$ cat config.mk
export PLATFORM = sky130hd
export DESIGN_NAME = ivr_unit
export DESIGN_NICKNAME = d
export VERILOG_FILES = /design/src/rtl/ivr_pkg.sv /design/src/rtl/ivr_unit.sv
export SDC_FILE = /design/constraint.sdc
export NUM_CORES = 1
export LEC_CHECK = 0
export BUFFER_PORTS_ARGS = -buffer_cell sky130_fd_sc_hd__buf_2
export CORE_MARGIN = 4
export CORE_UTILIZATION = 50
export CTS_CLUSTER_SIZE = 28
export DETAILED_ROUTE_END_ITERATION = 12
export GPL_TIMING_DRIVEN = 0
export PLACE_DENSITY = 0.86
export RECOVER_POWER = 50
export SETUP_SLACK_MARGIN = 0.15
export SKIP_LAST_GASP = 1
export SYNTH_ARGS = -nofsm -noshare
export SYNTH_HDL_FRONTEND = slang
export SYNTH_SLANG_ARGS = --single-unit
$ cat constraint.sdc
create_clock -name clk_sys -period 3.3 [get_ports clk_sys]
set_clock_uncertainty 0.15 [all_clocks]
set_input_delay 0.33 -clock clk_sys [delete_from_list [all_inputs] [get_ports clk_sys]]
set_output_delay 0.33 -clock clk_sys [all_outputs]
set_load 0.05 [all_outputs]
$ cat src/rtl/ivr_pkg.sv
// package for the interrupt vector and reset status unit
// assumes a 32-bit AHB-Lite bus and one clock domain
package ivr_pkg;

    // ==========================================================
    // register indices, byte address is four times the index
    // ==========================================================
    localparam logic [15:0] IVR_IDX_BREAK_STATUS = 16'hFE00;
    localparam logic [15:0] IVR_IDX_RESET_CAUSE = 16'hFE01;
    localparam logic [15:0] IVR_IDX_BREAK_FLAG_CTRL = 16'hFE03;
    localparam logic [15:0] IVR_IDX_PEND_LOW = 16'hFE04;
    localparam logic [15:0] IVR_IDX_PEND_HIGH = 16'hFE05;

    // ==========================================================
    // field positions
    // ==========================================================
    localparam int IVR_BIT_BREAK_WAIT = 1;
    localparam int IVR_BIT_CLEAR_ENABLE = 7;
    localparam int IVR_BIT_POWER_ON = 7;
    localparam int IVR_BIT_PIN = 6;
    localparam int IVR_BIT_WATCHDOG = 5;
    localparam int IVR_BIT_ILL_OPCODE = 4;
    localparam int IVR_BIT_ILL_ADDRESS = 3;
    localparam int IVR_BIT_MODE_ENTRY = 2;
    localparam int IVR_BIT_LOW_VOLTAGE = 1;

    // ==========================================================
    // reset values
    // ==========================================================
    localparam logic [7:0] IVR_RST_RESET_CAUSE = 8'h80;
    localparam logic [7:0] IVR_RST_PEND = 8'h00;
    localparam logic [7:0] IVR_RST_BREAK = 8'h00;

    // ==========================================================
    // interrupt sources and vector map
    // ==========================================================
    localparam int IVR_NUM_SRC = 21;
    localparam logic [15:0] IVR_VEC_RESET = 16'hFFFE;
    localparam logic [15:0] IVR_VEC_SWI = 16'hFFFC;
    localparam logic [15:0] IVR_VEC_FLAG_BASE = 16'hFFFC;
    localparam logic [15:0] IVR_VEC_IDLE = 16'h0000;

    // kind of vector being presented
    typedef enum logic [1:0] {
        IVR_VK_NONE,
        IVR_VK_RESET,
        IVR_VK_SWI,
        IVR_VK_FLAG
    } ivr_vec_kind_t;

endpackage : ivr_pkg

$ cat src/rtl/ivr_unit.sv
// interrupt vector and reset status unit with an AHB-Lite register slave
// assumes sources, cause pulses and the core run on clk_sys
// a small flag cell module at the end holds the repeated register bits
`timescale 1ns/100ps
module ivr_unit (
    input wire logic clk_sys,
    input wire logic rst,
    input wire logic ce,
    // AHB-Lite slave
    input wire logic hsel,
    input wire logic [31:0] haddr,
    input wire logic [1:0] htrans,
    input wire logic hwrite,
    input wire logic [2:0] hsize,
    input wire logic [31:0] hwdata,
    input wire logic hready,
    output logic [31:0] hrdata,
    output logic hreadyout,
    output logic hresp,
    // interrupt sources, bit n is flag n, bit 0 unused
    input wire logic [ivr_pkg::IVR_NUM_SRC:0] srcReq,
    input wire logic swiReq,
    input wire logic rstVecReq,
    // reset cause pulses and the break wait set pulse
    input wire logic pinCause,
    input wire logic watchdogCause,
    input wire logic illegalOpcodeCause,
    input wire logic illegalAddressCause,
    input wire logic modeEntryCause,
    input wire logic lowVoltageCause,
    input wire logic breakWaitSet,
    // vector presented to the core, and the break wait flag
    output logic vecValid,
    output logic [15:0] vecHighAddr,
    output logic [15:0] vecLowAddr,
    output logic [4:0] vecFlag,
    output logic breakWaitFlag
);
    import ivr_pkg::*;

    // ==========================================================
    // state
    // ==========================================================
    // pending and cause bits live in flag cells
    wire logic [7:0] resetCause_q;
    logic breakWait_q;
    logic clearEnable_q;
    wire logic [IVR_NUM_SRC:1] pend_q;
    logic busy_q;
    logic wrPend_q;
    logic [15:0] idx_q;
    logic [31:0] hrdata_q;
    logic hreadyout_q;
    logic hresp_q;
    logic vecValid_q;
    logic [15:0] vecHigh_q;
    logic [15:0] vecLow_q;
    logic [4:0] vecFlag_q;

    // ==========================================================
    // bus decode
    // ==========================================================
    // a transfer is taken when selected, non-idle and the bus is ready
    wire logic takeReq;
    wire logic doWrite;
    wire logic [15:0] reqIdx;
    assign takeReq = hsel & htrans[1] & hready & hreadyout_q & ~busy_q;
    assign reqIdx = haddr[17:2];
    // the write lands at the data phase edge, while busy
    assign doWrite = busy_q & wrPend_q;

    // one select per register index
    wire logic selBreak;
    wire logic selCause;
    wire logic selCtrl;
    wire logic selLow;
    wire logic selHigh;
    assign selBreak = idx_q == IVR_IDX_BREAK_STATUS;
    assign selCause = idx_q == IVR_IDX_RESET_CAUSE;
    assign selCtrl = idx_q == IVR_IDX_BREAK_FLAG_CTRL;
    assign selLow = idx_q == IVR_IDX_PEND_LOW;
    assign selHigh = idx_q == IVR_IDX_PEND_HIGH;

    // ==========================================================
    // register read values
    // ==========================================================
    // sources 6..1 in bits 7..2
    wire logic [7:0] pendLowVal;
    assign pendLowVal = {pend_q[6:1], 2'b00};
    wire logic [7:0] pendHighVal;
    assign pendHighVal = pend_q[14:7];
    // break flag in bit 1, the rest reserved
    wire logic [7:0] breakVal;
    assign breakVal = {6'h00, breakWait_q, 1'b0};
    // clear enable in bit 7, the rest reserved
    wire logic [7:0] ctrlVal;
    assign ctrlVal = {clearEnable_q, 7'h00};

    // unmapped and reserved locations read zero
    wire logic [7:0] rdByte;
    assign rdByte = selBreak ? breakVal :
                    selCause ? {resetCause_q[7:1], 1'b0} :
                    selCtrl ? ctrlVal :
                    selLow ? pendLowVal :
                    selHigh ? pendHighVal : 8'h00;

    // ==========================================================
    // bus handshake: one wait cycle, then data and ready together
    // ==========================================================
    always_ff @(posedge clk_sys or posedge rst) begin
        if (rst) begin
            busy_q <= 1'b0;
            wrPend_q <= 1'b0;
            idx_q <= 16'h0000;
            hreadyout_q <= 1'b1;
            hrdata_q <= 32'h0000_0000;
            hresp_q <= 1'b0;
        end else if (ce) begin
            // every answer is OKAY
            hresp_q <= 1'b0;
            if (takeReq) begin
                busy_q <= 1'b1;
                wrPend_q <= hwrite;
                idx_q <= reqIdx;
                hreadyout_q <= 1'b0;
            end else if (busy_q) begin
                busy_q <= 1'b0;
                hreadyout_q <= 1'b1;
                hrdata_q <= wrPend_q ? 32'h0000_0000 : {24'h000000, rdByte};
            end
        end
    end

    // ==========================================================
    // break status and break flag control
    // ==========================================================
    // zero written to the flag clears it, a set in the same cycle wins
    wire logic breakClr;
    assign breakClr = doWrite & selBreak & ~hwdata[IVR_BIT_BREAK_WAIT];

    always_ff @(posedge clk_sys or posedge rst) begin
        if (rst) begin
            breakWait_q <= 1'b0;
            clearEnable_q <= 1'b0;
        end else if (ce) begin
            if (breakWaitSet) begin
                breakWait_q <= 1'b1;
            end else if (breakClr) begin
                breakWait_q <= 1'b0;
            end
            if (doWrite & selCtrl) begin
                clearEnable_q <= hwdata[IVR_BIT_CLEAR_ENABLE];
            end
        end
    end

    // ==========================================================
    // reset cause recording
    // ==========================================================
    // a cause pulse replaces the record; writes are ignored
    wire logic [7:0] causeHit;
    assign causeHit = {1'b0, pinCause, watchdogCause, illegalOpcodeCause,
                       illegalAddressCause, modeEntryCause, lowVoltageCause,
                       1'b0};

    // one cell per bit; any cause pulse reloads the whole record
    wire logic anyCause;
    assign anyCause = causeHit != 8'h00;

    for (genvar b = 0; b < 8; b++) begin : g_cause
        ivr_flag_cell #(
            .RST_VAL(IVR_RST_RESET_CAUSE[b])
        ) cause_u (
            .clk_sys(clk_sys),
            .rst(rst),
            .ce(ce),
            .load(anyCause),
            .value_d(causeHit[b]),
            .value_q(resetCause_q[b])
        );
    end

    // ==========================================================
    // pending flags
    // ==========================================================
    // flags follow their sources, cleared by reset
    // pending bits load on every enabled edge
    for (genvar n = 1; n <= IVR_NUM_SRC; n++) begin : g_pend
        ivr_flag_cell #(
            .RST_VAL(1'b0)
        ) pend_u (
            .clk_sys(clk_sys),
            .rst(rst),
            .ce(ce),
            .load(1'b1),
            .value_d(srcReq[n]),
            .value_q(pend_q[n])
        );
    end

    // ==========================================================
    // priority selection and vector address
    // ==========================================================
    // lowest flag number has the highest vector, so it wins
    logic [4:0] winFlag;
    logic winAny;
    always_comb begin
        winFlag = 5'd0;
        winAny = 1'b0;
        for (int n = IVR_NUM_SRC; n >= 1; n--) begin
            if (pend_q[n]) begin
                winFlag = 5'(n);
                winAny = 1'b1;
            end
        end
    end

    // flag n vectors at FFFC - 2n; the table keeps each source visible
    logic [15:0] flagVec;
    always_comb begin
        flagVec = IVR_VEC_IDLE;
        case (winFlag)
            // external request lines
            5'd1: flagVec = 16'hFFFA;
            5'd2: flagVec = 16'hFFF8;
            // clock unit
            5'd3: flagVec = 16'hFFF6;
            5'd4: flagVec = 16'hFFF4;
            5'd5: flagVec = 16'hFFF2;
            5'd6: flagVec = 16'hFFF0;
            5'd7: flagVec = 16'hFFEE;
            5'd8: flagVec = 16'hFFEC;
            5'd9: flagVec = 16'hFFEA;
            5'd10: flagVec = 16'hFFE8;
            // first async serial error, receive, transmit
            5'd11: flagVec = 16'hFFE6;
            5'd12: flagVec = 16'hFFE4;
            5'd13: flagVec = 16'hFFE2;
            // keyboard
            5'd14: flagVec = 16'hFFE0;
            5'd15: flagVec = 16'hFFDE;
            5'd16: flagVec = 16'hFFDC;
            5'd17: flagVec = 16'hFFDA;
            5'd18: flagVec = 16'hFFD8;
            5'd19: flagVec = 16'hFFD6;
            5'd20: flagVec = 16'hFFD4;
            // time base module
            5'd21: flagVec = 16'hFFD2;
            default: flagVec = IVR_VEC_IDLE;
        endcase
    end

    // reset first, then software interrupt, then the flags
    ivr_vec_kind_t kind;
    assign kind = rstVecReq ? IVR_VK_RESET :
                  swiReq ? IVR_VK_SWI :
                  winAny ? IVR_VK_FLAG : IVR_VK_NONE;

    // address of the high byte of the winning vector
    logic [15:0] nextVec;
    always_comb begin
        case (kind)
            IVR_VK_RESET: nextVec = IVR_VEC_RESET;
            IVR_VK_SWI: nextVec = IVR_VEC_SWI;
            IVR_VK_FLAG: nextVec = flagVec;
            default: nextVec = IVR_VEC_IDLE;
        endcase
    end

    // vector outputs registered
    always_ff @(posedge clk_sys or posedge rst) begin
        if (rst) begin
            vecValid_q <= 1'b0;
            vecHigh_q <= IVR_VEC_IDLE;
            vecLow_q <= IVR_VEC_IDLE;
            vecFlag_q <= 5'd0;
        end else if (ce) begin
            vecValid_q <= kind != IVR_VK_NONE;
            // the pair is registered together so it never splits
            vecHigh_q <= nextVec;
            vecLow_q <= (kind != IVR_VK_NONE) ? (nextVec | 16'h0001) :
                        IVR_VEC_IDLE;
            vecFlag_q <= (kind == IVR_VK_FLAG) ? winFlag : 5'd0;
        end
    end

    // ==========================================================
    // outputs
    // ==========================================================
    assign hrdata = hrdata_q;
    assign hreadyout = hreadyout_q;
    assign hresp = hresp_q;
    assign vecValid = vecValid_q;
    // high byte at even address, low byte at the next odd one
    assign vecHighAddr = vecHigh_q;
    // low byte address comes from its own flop
    assign vecLowAddr = vecLow_q;
    assign vecFlag = vecFlag_q;
    assign breakWaitFlag = breakWait_q;

endmodule : ivr_unit

// ==========================================================
// one flag bit, frozen while ce is low
// ==========================================================
module ivr_flag_cell #(
    parameter logic RST_VAL = 1'b0
) (
    input wire logic clk_sys,
    input wire logic rst,
    input wire logic ce,
    input wire logic load,
    input wire logic value_d,
    output logic value_q
);
    // load high takes value_d at the next enabled edge
    always_ff @(posedge clk_sys or posedge rst) begin
        if (rst) begin
            value_q <= RST_VAL;
        end else if (ce && load) begin
            value_q <= value_d;
        end
    end
endmodule : ivr_flag_cell

==> reports/results.ini <==
[clock_tree]
hold_buffers = 1
clockRootBuffer = clkbuf_8
clk_latency_ns = 0.35
cts_made_buffers = 9
cts.reportedPaths.clkPinSlew_ns = 0.08
cts_tree = done
clock_sinks = 69
ctsResizeCount = 0
cts_buffer_depth = 2
post_cts_buffers = 0
htree_levels = 3

[setup_path]
required_ns = 3.42
cp_max_fo = 7
crit_arrival_ns = 2.65
cp-start-kind = flip-flop
end_kind = flip-flop
crit_type = reg2reg
reg2reg_depth = 9

[synth]
yosysWarnings = 0
synth_fa_ha_area_share_pct = 1.36
netlist_instances = 354
synth_top_family_by_area = simple AND/OR/NAND/NOR gates
synth_xor_area_share_pct = 0
yosys_register_bits = 69
synthFlopType = dfrtp_1
ys_async_sr_fraction_pct = 100
synth_simple_gate_area_share_pct = 13.5
synth-edff-count = 0
synth_area_um2 = 3670
seq_area_frac_synth_pct = 47.1
synth_compound_area_share_pct = 12.5
avgSynthCellArea_um2 = 10.4
synth.distinct_cells = 51
synthMuxAreaShare_pct = 12.6

[grt]
track_usage_pct = 20.5
grt_antenna_before_repair = 0
busiest_layer = met2
use_met3_pct = 4.73
grt_pass1_wl_um = 14100
met2_usage_pct = 31.1
grt_overflow = 0
grt_max_degree = 46
grt_pass1_vias = 2874
grt_util_met1_pct = 28.7

[route]
routedWlPerCell_um = 15.0
dr.pass1.iters = 8
drcViolationCount = 0
vias = 3035
routed_via_density = 5.11
drt_iter0_drc = 275
drt-total-wl_um = 8940
postRouteAntennaNets = 0

[power]
cellInternalPower_uw = 1400
pwr-share-seq_pct = 45.0
switchingPower_uw = 696
clkPwrFrac_pct = 33.6
vdd_drop_max_mv = 0.328
p_sw_share_pct = 33.3
p_per_area_nw_per_um2 = 456
p_comb_share_pct = 21.4
leakage_uw = 0.00217

[die]
start_util_pct = 52.8
fp.dieW_um = 93.7
ios = 179
coreArea_um2 = 6940
die_h_um = 93.7
row_count = 30
dieArea_um2 = 8770

[placed_design]
port_buffers = 101
hpwl_um = 6870
dp.cells = 577
routabilityCongestion = 0.900

[sta]
worst_pin_slew_ns = 1.10
hold_viol = 0
max_freq_mhz = 396
rsz0062_at_grt = false
layout_min_cycle_time_ns = 2.53
setup-violations-final = 0
drv_slew = 0
slew_headroom_pct = 26.8
finalCritPeriodShare_pct = 76.5
tns_ns = 0

[cells_and_area]
fill_cells = 575
area_delta_synth_final_pct = 25.1
n_antenna_cell = 0
finalNonFillerCells = 594
nets = 603
drive_gt1_share_pct = 41.8

[flow_run]
drv_cap = 0

[min_path]
hold_depth = 3
min_path_type = in2reg

[outcome]
status = complete, no violations

-- flip-flops by register name, summed over array words and instances (netlist names) --
| name | cells |
|---|---|
| hrdata | 8 |
| vecHighAddr | 5 |
| clearEnable_q | 1 |
| breakWaitFlag | 1 |
| idx_q | 16 |
| hreadyout | 1 |
| g_pend.pend_u.value_q | 21 |
| vecLowAddr | 2 |
| wrPend_q | 1 |
| g_cause.cause_u.value_q | 7 |
| vecFlag | 5 |
| busy_q | 1 |
-- metal layers --
metal / part of all wire [%] / vias up / wire length [um]
li1: - / 1458 / -
met1: 44 / 1401 / 3890
met2: 46 / 163 / 4070
met3: 9.5 / 13 / 849
met4: 1.4 / 0 / 126
met5: 0 / - / 0
-- layout make-up --
| type | count | area, um2 | area share [%] |
|---|---|---|---|
| sequential | 69 | 1730 | 37.7 |
| multi-input combinational | 237 | 1560 | 34.1 |
| timing repair buffer | 103 | 500 | 10.9 |
| buffer | 63 | 430 | 9.38 |
| clock buffer | 9 | 124 | 2.70 |
| tap | 96 | 120 | 2.62 |
| clock inverter | 7 | 82.6 | 1.80 |
| inverter | 10 | 37.5 | 0.818 |
-- metrics by stage --
step | power, uW | instance area (um2) | hold WS, ns | util, % | setup WS [ns]
3_3_place_gp | 1390 | 4390 | 0.304 | 63.2 | 0.339
4_1_cts | 2110 | 4620 | 0.0271 | 66.6 | 0.780
2_1_floorplan | 1290 | 3760 | 0.290 | - | 1.05
3_5_place_dp | 1410 | 4410 | 0.272 | 63.5 | 0.804
5_1_grt | 2180 | 4590 | 0.0360 | 66.1 | 0.381
6_report | 2090 | 4590 | 0.0444 | 66.1 | 0.774
-- cells by family after synthesis --
logic type      count (synthesis)
simple gates                   99
buf+inv                        73
flops                          69
compound gates                 67
mux                            41
fa+ha+maj                       4
other cells                     1
-- power by group through the flow --
| stage | clock (uW) | sequential [uW] | combinational, uW |
|---|---|---|---|
| floorplan | 0 | 970 | 318 |
| global placement | 0 | 952 | 440 |
| detailed placement | 0 | 955 | 450 |
| CTS | 715 | 940 | 452 |
| global route | 749 | 947 | 480 |
| finish | 704 | 942 | 448 |
-- path summary, 6_finish.rpt --
path / startpoint / endpoint / slack [ns]
max in group asynchronous: rst / hrdata[7] / 0.80
hold / removal: breakWaitSet / breakWaitFlag / 0.04
setup / recovery: g_pend[6].pend_u.value_q / vecHighAddr[4] / 0.77
min in group asynchronous: rst / vecFlag[4] / 0.59
hold reg to reg: hrdata[6] / hrdata[6] / 0.33
setup reg to reg: g_pend[6].pend_u.value_q / vecHighAddr[4] / 0.77
-- synth_stat cells, drive strengths merged (4+ instances only) --
cell	count	area (um2)
nor3	6	30.0
ha	4	50.1
or3	4	25.0
o2bb2ai	4	35.0
dfrtp	67	1680
a22oi	6	45.0
mux2	40	450
nor4	6	62.6
o22ai	5	31.3
nand2	45	171
nor2	19	73.8
buf	56	405
clkbuf	7	26.3
o21ai	19	95.1
a21oi	11	62.6
inv	9	33.8
-- placed cells by master (no fill, tap or decap), drive strengths merged, types with 2 or more instances in the layout --
cell / Yosys / layout
nor3: 6 / 6
nand3: 2 / 2
clkinv: 1 / 5
o21ai: 19 / 19
mux2: 40 / 40
a22oi: 6 / 6
inv: 9 / 11
conb: 1 / 26
a221o: 2 / 2
a22o: 3 / 3
clkbuf: 7 / 35
nand4b: 3 / 3
or4: 3 / 3
dfstp: 2 / 2
a211o: 2 / 2
a21o: 2 / 2
dfrtp: 67 / 67
o22ai: 5 / 5
nand2b: 2 / 2
buf: 56 / 139
nand4: 2 / 2
o211ai: 3 / 3
nand2: 45 / 45
nor3b: 2 / 2
nor2: 19 / 19
a21oi: 11 / 11
o2bb2ai: 4 / 4
o311ai: 2 / 2
a31oi: 2 / 2
nor4: 6 / 6
ha: 4 / 4
or3: 4 / 4
-- worst max-delay path, stage by stage, from the launching register on --
cell,delay [ns]
dfrtp_1,0.46
or3_1,0.42
a221o_1,0.28
a21oi_2,0.16
a21oi_2,0.11
inv_1,0.11
ha_1,0.18
nand3_1,0.15
mux2_2,0.30
a21oi_1,0.14
Power figures use the tool's default switching activity.
